===== config.mk =====
export PLATFORM = sky130hd
export DESIGN_NAME = acsrh_top
export DESIGN_NICKNAME = d
export VERILOG_FILES = /design/src/hdl/acsrh_pkg.sv /design/src/hdl/acsrh_clk_div.sv /design/src/hdl/acsrh_res_fmt.sv /design/src/hdl/acsrh_top.sv
export SDC_FILE = /design/constraint.sdc
export NUM_CORES = 1
export LEC_CHECK = 0
export BUFFER_PORTS_ARGS = -buffer_cell sky130_fd_sc_hd__buf_2
export CORE_MARGIN = 5
export CORE_UTILIZATION = 49
export DETAILED_ROUTE_END_ITERATION = 10
export PLACE_DENSITY = 0.8
export SKIP_LAST_GASP = 1
export SYNTH_ARGS = -nofsm -noshare
export SYNTH_HDL_FRONTEND = slang
export SYNTH_HIERARCHICAL = 1
export SYNTH_SLANG_ARGS = --single-unit

===== constraint.sdc =====
create_clock -name clk_i -period 2.2 [get_ports clk_i]
set_input_delay 0.44 -clock clk_i [delete_from_list [all_inputs] [get_ports clk_i]]
set_output_delay 0.44 -clock clk_i [all_outputs]
set_load 0.01 [all_outputs]

===== src/hdl/acsrh_pkg.sv =====
package acsrh_pkg;

	////////////////////////////////////////////////////////////////////////////////
	// bus geometry
	localparam int          ADDR_W         = 8;
	localparam int          DATA_W         = 32;
	localparam int          RES_W          = 10;
	localparam logic [1:0]  RESP_OKAY      = 2'h0;
	localparam logic [1:0]  RESP_SLVERR    = 2'h2;

	// register byte offsets
	localparam logic [ADDR_W-1:0] OFS_CLK_CFG = 8'h00;
	localparam logic [ADDR_W-1:0] OFS_RES_HI  = 8'h04;
	localparam logic [ADDR_W-1:0] OFS_RES_LO  = 8'h08;

	// clock config field layout and reset value
	localparam int          SEL_LSB        = 4;
	localparam int          SEL_MSB        = 6;
	localparam logic [2:0]  SEL_RST        = 3'h0;

	////////////////////////////////////////////////////////////////////////////////
	// timing: system clock and dedicated rc oscillator limit
	localparam int          CLK_PERIOD_NS  = 100;
	localparam int          RC_MAX_KHZ     = 500;
	localparam int          RC_PERIOD_NS   = 1000000 / RC_MAX_KHZ;
	// least period rounds up to whole cycles
	localparam int          RC_CYC         = (RC_PERIOD_NS + CLK_PERIOD_NS - 1) / CLK_PERIOD_NS;

	// divider terminal counts (divide ratio minus one)
	localparam logic [5:0]  TC_DIV2        = 6'h01;
	localparam logic [5:0]  TC_DIV4        = 6'h03;
	localparam logic [5:0]  TC_DIV8        = 6'h07;
	localparam logic [5:0]  TC_DIV16       = 6'h0f;
	localparam logic [5:0]  TC_DIV32       = 6'h1f;
	localparam logic [5:0]  TC_DIV64       = 6'h3f;
	localparam logic [5:0]  TC_RC          = 6'(RC_CYC - 1);

endpackage : acsrh_pkg


===== src/hdl/acsrh_clk_div.sv =====
`timescale 1ns/1ns
module acsrh_clk_div (
	// clock and reset
	input  wire logic       clk_i,
	input  wire logic       sys_rst_i,
	// selection from the clock config register
	input  wire logic [2:0] conv_clock_select_i,
	// one-cycle conversion clock enable
	output logic            conv_clk_en_o
);
	import acsrh_pkg::*;

	typedef struct packed {
		logic [5:0] cnt;
		logic       en;
	} acsrh_div_s;

	acsrh_div_s st_ff;
	acsrh_div_s nxt_st;
	logic [5:0] term;

	////////////////////////////////////////////////////////////////////////////////
	// divide ratio table
	always_comb begin
		unique case (conv_clock_select_i)
			3'h0: term = TC_DIV2;
			3'h4: term = TC_DIV4;
			3'h1: term = TC_DIV8;
			3'h5: term = TC_DIV16;
			3'h2: term = TC_DIV32;
			3'h6: term = TC_DIV64;
			3'h3: term = TC_RC;
			3'h7: term = TC_RC;
		endcase
	end

	// compare with >= so a shrinking ratio never strands the counter
	always_comb begin
		nxt_st = st_ff;
		if (sys_rst_i) begin
			nxt_st.cnt = 6'h00;
			nxt_st.en  = 1'b0;
		end else if (st_ff.cnt >= term) begin
			nxt_st.cnt = 6'h00;
			nxt_st.en  = 1'b1;
		end else begin
			nxt_st.cnt = st_ff.cnt + 6'h01;
			nxt_st.en  = 1'b0;
		end
	end

	always_ff @(posedge clk_i) begin
		st_ff <= nxt_st;
	end

	assign conv_clk_en_o = st_ff.en;

endmodule : acsrh_clk_div


===== src/hdl/acsrh_res_fmt.sv =====
`timescale 1ns/1ns
module acsrh_res_fmt (
	// raw conversion result and format
	input  wire logic [9:0] conv_result_bits_i,
	input  wire logic       result_format_select_i,
	// formatted register images
	output logic [7:0]      res_hi_o,
	output logic [7:0]      res_lo_o
);
	////////////////////////////////////////////////////////////////////////////////
	// justify the ten bits into two byte images; unused bits fill with zero
	always_comb begin
		if (result_format_select_i) begin
			res_hi_o = {6'h00, conv_result_bits_i[9:8]};
			res_lo_o = conv_result_bits_i[7:0];
		end else begin
			res_hi_o = conv_result_bits_i[9:2];
			res_lo_o = {conv_result_bits_i[1:0], 6'h00};
		end
	end

endmodule : acsrh_res_fmt


===== src/hdl/acsrh_top.sv =====
// The implementer's own choices: register access over AXI4-Lite and the address map.
`timescale 1ns/1ns
// Notes on behaviour
// - select code picks system clock divide by 2,4,8,16,32 or 64
// - codes with both low bits set use the dedicated rc oscillator rate
// - clock config bit 7 and bits 3..0 ignore writes, read zero
// - left justified: result bits 9..2 land in high register bits 7..0
// - ten bit result split across high and low result registers
// - left justified: result bits 1..0 in low register bits 7..6
// - right justified: bits 9..8 in high 1..0, bits 7..0 in low
module acsrh_top (
	// clock and reset
	input  wire logic                         clk_i,
	input  wire logic                         sys_rst_i,
	// axi4-lite write address
	input  wire logic [acsrh_pkg::ADDR_W-1:0] s_axi_awaddr_i,
	input  wire logic                         s_axi_awvalid_i,
	output logic                              s_axi_awready_o,
	// axi4-lite write data
	input  wire logic [acsrh_pkg::DATA_W-1:0] s_axi_wdata_i,
	input  wire logic [3:0]                   s_axi_wstrb_i,
	input  wire logic                         s_axi_wvalid_i,
	output logic                              s_axi_wready_o,
	// axi4-lite write response
	output logic [1:0]                        s_axi_bresp_o,
	output logic                              s_axi_bvalid_o,
	input  wire logic                         s_axi_bready_i,
	// axi4-lite read address
	input  wire logic [acsrh_pkg::ADDR_W-1:0] s_axi_araddr_i,
	input  wire logic                         s_axi_arvalid_i,
	output logic                              s_axi_arready_o,
	// axi4-lite read data
	output logic [acsrh_pkg::DATA_W-1:0]      s_axi_rdata_o,
	output logic [1:0]                        s_axi_rresp_o,
	output logic                              s_axi_rvalid_o,
	input  wire logic                         s_axi_rready_i,
	// converter core side
	input  wire logic                         conv_done_i,
	input  wire logic [acsrh_pkg::RES_W-1:0]  conv_result_bits_i,
	input  wire logic                         result_format_select_i,
	output logic                              conv_clk_en_o
);
	import acsrh_pkg::*;

	////////////////////////////////////////////////////////////////////////////////
	// whole block state in one record
	typedef struct packed {
		logic              awready;
		logic              wready;
		logic              aw_got;
		logic              w_got;
		logic [ADDR_W-1:0] awaddr;
		logic [DATA_W-1:0] wdata;
		logic [3:0]        wstrb;
		logic              bvalid;
		logic [1:0]        bresp;
		logic              arready;
		logic              rvalid;
		logic [DATA_W-1:0] rdata;
		logic [1:0]        rresp;
		logic [2:0]        clk_sel;
		logic [7:0]        res_hi;
		logic [7:0]        res_lo;
	} acsrh_regs_s;

	acsrh_regs_s st_ff;
	acsrh_regs_s nxt_st;
	logic [7:0]  fmt_hi;
	logic [7:0]  fmt_lo;
	logic        aw_hs;
	logic        w_hs;
	logic        ar_hs;
	logic        wr_go;

	////////////////////////////////////////////////////////////////////////////////
	// conversion clock divider
	acsrh_clk_div acsrh_clk_div_inst (
		.clk_i               (clk_i),
		.sys_rst_i           (sys_rst_i),
		.conv_clock_select_i (st_ff.clk_sel),
		.conv_clk_en_o       (conv_clk_en_o)
	);

	acsrh_res_fmt acsrh_res_fmt_inst (
		.conv_result_bits_i     (conv_result_bits_i),
		.result_format_select_i (result_format_select_i),
		.res_hi_o               (fmt_hi),
		.res_lo_o               (fmt_lo)
	);

	////////////////////////////////////////////////////////////////////////////////
	// channel handshakes
	assign aw_hs = st_ff.awready & s_axi_awvalid_i;
	assign w_hs  = st_ff.wready & s_axi_wvalid_i;
	assign ar_hs = st_ff.arready & s_axi_arvalid_i;
	// write commits once both halves are held and no response is pending
	assign wr_go = st_ff.aw_got & st_ff.w_got & ~st_ff.bvalid;

	// read decode, unmapped answers slverr with zero data
	function automatic logic [DATA_W+1:0] rd_decode(input logic [ADDR_W-1:0] a,
		input acsrh_regs_s s);
		logic [DATA_W+1:0] r;
		r = {RESP_SLVERR, {DATA_W{1'b0}}};
		unique case ({a[ADDR_W-1:2], 2'h0})
			OFS_CLK_CFG: r = {RESP_OKAY, 24'h000000, 1'b0, s.clk_sel, 4'h0};
			OFS_RES_HI:  r = {RESP_OKAY, 24'h000000, s.res_hi};
			OFS_RES_LO:  r = {RESP_OKAY, 24'h000000, s.res_lo};
			default:     r = {RESP_SLVERR, {DATA_W{1'b0}}};
		endcase
		return r;
	endfunction : rd_decode

	////////////////////////////////////////////////////////////////////////////////
	// next state
	always_comb begin
		nxt_st = st_ff;
		// write address and data are captured independently, in any order
		if (aw_hs) begin
			nxt_st.aw_got = 1'b1;
			nxt_st.awaddr = s_axi_awaddr_i;
		end
		if (w_hs) begin
			nxt_st.w_got = 1'b1;
			nxt_st.wdata = s_axi_wdata_i;
			nxt_st.wstrb = s_axi_wstrb_i;
		end
		if (wr_go) begin
			nxt_st.aw_got = 1'b0;
			nxt_st.w_got  = 1'b0;
			nxt_st.bvalid = 1'b1;
			nxt_st.bresp  = RESP_OKAY;
			unique case ({st_ff.awaddr[ADDR_W-1:2], 2'h0})
				OFS_CLK_CFG: begin
					if (st_ff.wstrb[0]) begin
						nxt_st.clk_sel = st_ff.wdata[SEL_MSB:SEL_LSB];
					end
				end
				OFS_RES_HI: begin
					if (st_ff.wstrb[0]) begin
						nxt_st.res_hi = st_ff.wdata[7:0];
					end
				end
				OFS_RES_LO: begin
					if (st_ff.wstrb[0]) begin
						nxt_st.res_lo = st_ff.wdata[7:0];
					end
				end
				default: begin
					nxt_st.bresp = RESP_SLVERR;
				end
			endcase
		end
		if (st_ff.bvalid && s_axi_bready_i) begin
			nxt_st.bvalid = 1'b0;
		end
		// conversion overwrites result
		// hardware update wins over a software write in the same cycle
		if (conv_done_i) begin
			nxt_st.res_hi = fmt_hi;
			nxt_st.res_lo = fmt_lo;
		end
		// read answers on the edge after the address is taken
		if (ar_hs) begin
			nxt_st.rvalid = 1'b1;
			{nxt_st.rresp, nxt_st.rdata} = rd_decode(s_axi_araddr_i, st_ff);
		end else if (st_ff.rvalid && s_axi_rready_i) begin
			nxt_st.rvalid = 1'b0;
		end
		// one transaction of each kind at a time
		nxt_st.awready = ~nxt_st.aw_got & ~nxt_st.bvalid;
		nxt_st.wready  = ~nxt_st.w_got & ~nxt_st.bvalid;
		nxt_st.arready = ~nxt_st.rvalid;
		// results keep their value over reset
		if (sys_rst_i) begin
			nxt_st.awready = 1'b0;
			nxt_st.wready  = 1'b0;
			nxt_st.aw_got  = 1'b0;
			nxt_st.w_got   = 1'b0;
			nxt_st.awaddr  = '0;
			nxt_st.wdata   = '0;
			nxt_st.wstrb   = 4'h0;
			nxt_st.bvalid  = 1'b0;
			nxt_st.bresp   = RESP_OKAY;
			nxt_st.arready = 1'b0;
			nxt_st.rvalid  = 1'b0;
			nxt_st.rdata   = '0;
			nxt_st.rresp   = RESP_OKAY;
			nxt_st.clk_sel = SEL_RST;
			nxt_st.res_hi  = st_ff.res_hi;
			nxt_st.res_lo  = st_ff.res_lo;
		end
	end

	// single state register
	always_ff @(posedge clk_i) begin
		st_ff <= nxt_st;
	end

	////////////////////////////////////////////////////////////////////////////////
	// outputs straight from the state register
	assign s_axi_awready_o = st_ff.awready;
	assign s_axi_wready_o  = st_ff.wready;
	assign s_axi_bresp_o   = st_ff.bresp;
	assign s_axi_bvalid_o  = st_ff.bvalid;
	assign s_axi_arready_o = st_ff.arready;
	assign s_axi_rdata_o   = st_ff.rdata;
	assign s_axi_rresp_o   = st_ff.rresp;
	assign s_axi_rvalid_o  = st_ff.rvalid;

endmodule : acsrh_top


==> results.sh <==
export IMPL_maxCapViolations=0
export IMPL_drc=0
export IMPL_power_density_nw_per_um2=776.6
export IMPL_relSlewSlack=0.6499
export IMPL_synth_flop_cell="dfxtp_1"
export IMPL_clock_sinks=58
export IMPL_crit_family="adder cells"
export IMPL_syn_avg_cell_area_um2=9.021
export IMPL_synth_seq_area_share=0.4398
export IMPL_portBuffers=55
export IMPL_skew_ns=0.007504
export IMPL_hold_viol_final=0
export IMPL_cts_tree="done"
export IMPL_clockBufferDepth=2
export IMPL_initial_core_util=0.5044
export IMPL_htreeDepth=3
export IMPL_root_buffer="clkbuf_8"
export IMPL_drive_above_1_share=0.2190
export IMPL_crit_buf_inv=1
export IMPL_post_cts_resize_count=0
export IMPL_seq_area_um2=1321
export IMPL_critPathKind="reg -> reg"
export IMPL_die_y_um=88.30
export IMPL_cp_arrival_ns=2.15
export IMPL_crit_chain="inv_1, ha_1, mux2i_1, ha_1, nand4_1, o21bai_1, nor3_1"
export IMPL_clock_fmax_mhz=515.0
export IMPL_cts_setup_buffers=0
export IMPL_cts_buffers_inserted=9
export IMPL_max_stage_delay_ns=0.44
export IMPL_final_common_cell="nand2_1"
export IMPL_multi_input_area_um2=1400
export IMPL_die_w_um=88.30
export IMPL_wl_per_cell_um=12.33
export IMPL_synth_edf_count=16
export IMPL_finalWirelength_mm=5.599
export IMPL_clkLatencyLatePin_ns=0.34
export IMPL_grt_overflow=0
export IMPL_yosysUniqueCellTypes=45
export IMPL_postCtsHoldBufs=0
export IMPL_tightest_slew_ns=0.5238
export IMPL_cp_slowest_cell="o21bai_1"
export IMPL_crit_top_cell="ha_1"
export IMPL_grt_start_max_net_pins=27
export IMPL_grt_pass1_vias=2069
export IMPL_slew_violations=0
export IMPL_ant_nets=0
export IMPL_rows=28
export IMPL_fillerInstances=545
export IMPL_setup_tns_final_ns=0
export IMPL_vias=2218
export IMPL_antenna_found_initial=0
export IMPL_setup_viol=0
export IMPL_grt_total_usage=0.1520
export IMPL_antenna_cells=0
export IMPL_cp_max_fo=6
export IMPL_first_iter_violations=57
export IMPL_vias_per_cell=4.885
export IMPL_hpwl_mm=4.144
export IMPL_rsz0062_at_grt="false"
export IMPL_core_area_um2=5956
export IMPL_yosys_warnings=6
export IMPL_grt_pass1_wl_mm=9.190
export IMPL_io_pins=113
export IMPL_dieArea_um2=7797
export IMPL_fin_crit_ns=1.942
export IMPL_start_kind="register"
export IMPL_final_nets=453
export IMPL_outcome="complete, no violations"
export IMPL_syn_inst=333
export IMPL_period_share=0.8827
export IMPL_hp_class="in -> reg"
export IMPL_p_leak_nw=1.463
export IMPL_p_total_w=0.002608
export IMPL_clkTransAtPathRegs_ns=0.07
export IMPL_final_cell_mix="nand2_1 (73), buf_2 (55), dfxtp_1 (42), conb_1 (26), a21oi_1 (24)"
export IMPL_endpoint_kind="register"
export IMPL_dr_pass1_iters=4
export IMPL_ys_async_sr_fraction=0
export IMPL_ir_drop_mv=0.3844
export IMPL_ys_ff_latch=58
export IMPL_synthesis_area_um2=3004
export IMPL_cp_required_ns=2.41
export IMPL_place_gp_congestion=0.7021
export IMPL_area_growth_pct=11.79
## layer usage
| metal | wire length (µm) | share of wire | vias to the layer above | global-route usage |
|---|---|---|---|---|
| li1 | - | - | 1151 | - |
| met4 | 93 | 0.017 | 0 | 0.06731 |
| met3 | 339 | 0.061 | 11 | 0.05121 |
| met1 | 2527 | 0.45 | 996 | 0.1908 |
| met2 | 2640 | 0.47 | 60 | 0.2379 |
| met5 | 0 | 0 | - | 0 |
## layout make-up
type                    instances  share of cell area
inverters                       5            0.005589
well taps                      75             0.02794
repair buffers                 58             0.08867
clock buffers                  14             0.06408
clock inverters                 2            0.003353
multi-input cells             242              0.4169
flip-flops and latches         58              0.3934
## cells in the mapped netlist, types with 2 or more instances
| cell | instances | area (µm²) |
|---|---|---|
| nand2_1 | 73 | 274.0 |
| dfxtp_1 | 42 | 840.8 |
| buf_4 | 36 | 270.3 |
| a21oi_1 | 24 | 120.1 |
| edfxtp_1 | 16 | 480.5 |
| nor2b_1 | 12 | 75.07 |
| clkbuf_1 | 10 | 37.54 |
| nand3b_1 | 10 | 75.07 |
| and2_1 | 9 | 56.30 |
| nor2_1 | 9 | 33.78 |
| nor3_1 | 9 | 45.04 |
| ha_1 | 8 | 100.1 |
| nand2b_1 | 8 | 50.05 |
| mux2i_1 | 7 | 70.07 |
| nand3_1 | 7 | 35.03 |
| inv_1 | 5 | 18.77 |
| a211o_1 | 4 | 35.03 |
| mux2_4 | 4 | 60.06 |
| a32o_1 | 3 | 30.03 |
| buf_1 | 3 | 11.26 |
| buf_6 | 3 | 33.78 |
| o21ai_0 | 3 | 15.01 |
| o2bb2ai_1 | 3 | 26.28 |
| a41oi_1 | 2 | 17.52 |
| nand4_1 | 2 | 12.51 |
| xor2_1 | 2 | 17.52 |
## worst reg2reg max path, cell delays in order (launching register included)
cell      delay (ns)
dfxtp_1         0.38
inv_1           0.09
ha_1            0.30
mux2i_1         0.08
ha_1            0.30
nand4_1         0.13
o21bai_1        0.44
nor3_1          0.11
## flip-flops by register name (all words and copies together), names as in the netlist
signal and cells:
st_ff 36, s_axi_rdata_o 8, acsrh_clk_div_inst/st_ff 6, acsrh_clk_div_inst/conv_clk_en_o 1
s_axi_arready_o 1, s_axi_awready_o 1, s_axi_bresp_o 1, s_axi_bvalid_o 1
s_axi_rresp_o 1, s_axi_rvalid_o 1, s_axi_wready_o 1
## where the power goes
part           total, W  internal, W  switching (W)
Sequential      0.00121      0.00117      0.0000450
Combinational  0.000337     0.000140       0.000197
Clock           0.00106     0.000637       0.000421
## worst paths after layout
kind	start	to	slack (ns)	cells past startpoint
worst min register to register	st_ff[102]	s_axi_wready_o	0.44	1
worst max-delay path	st_ff[17]	acsrh_clk_div_inst/st_ff[5]	0.26	7
worst max register to register	st_ff[17]	acsrh_clk_div_inst/st_ff[5]	0.26	7
worst min-delay path	s_axi_wdata_i[4]	st_ff[66]	0.34	3
## through the flow
stage	utilization	hold slack, ns	setup slack, ns	area, µm²	cells
floorplan	-	0.4180	0.5085	3098	358
global placement	0.5258	0.4418	0.3331	3132	438
detailed placement	0.5258	0.4405	0.2901	3132	438
CTS	0.5639	0.3223	0.2580	3358	454
global route	0.5639	0.3365	0.1070	3358	454
finish	0.5639	0.3399	0.2581	3358	454
## kinds of logic (layout without fill, tap and decap cells)
group	Yosys count	in the layout	share of synthesized area
multiplexers	11	11	0.04332
flip-flops	58	58	0.4398
XOR/XNOR	3	3	0.008748
AO/OA/AOI/OAI	46	46	0.09955
adder cells (fa/ha/maj)	8	8	0.03332
AND/OR/NAND/NOR	148	148	0.2486
other	1	26	0.001248
buffers and inverters	58	79	0.1254
Note: power is estimated with default switching activity, not from simulation.
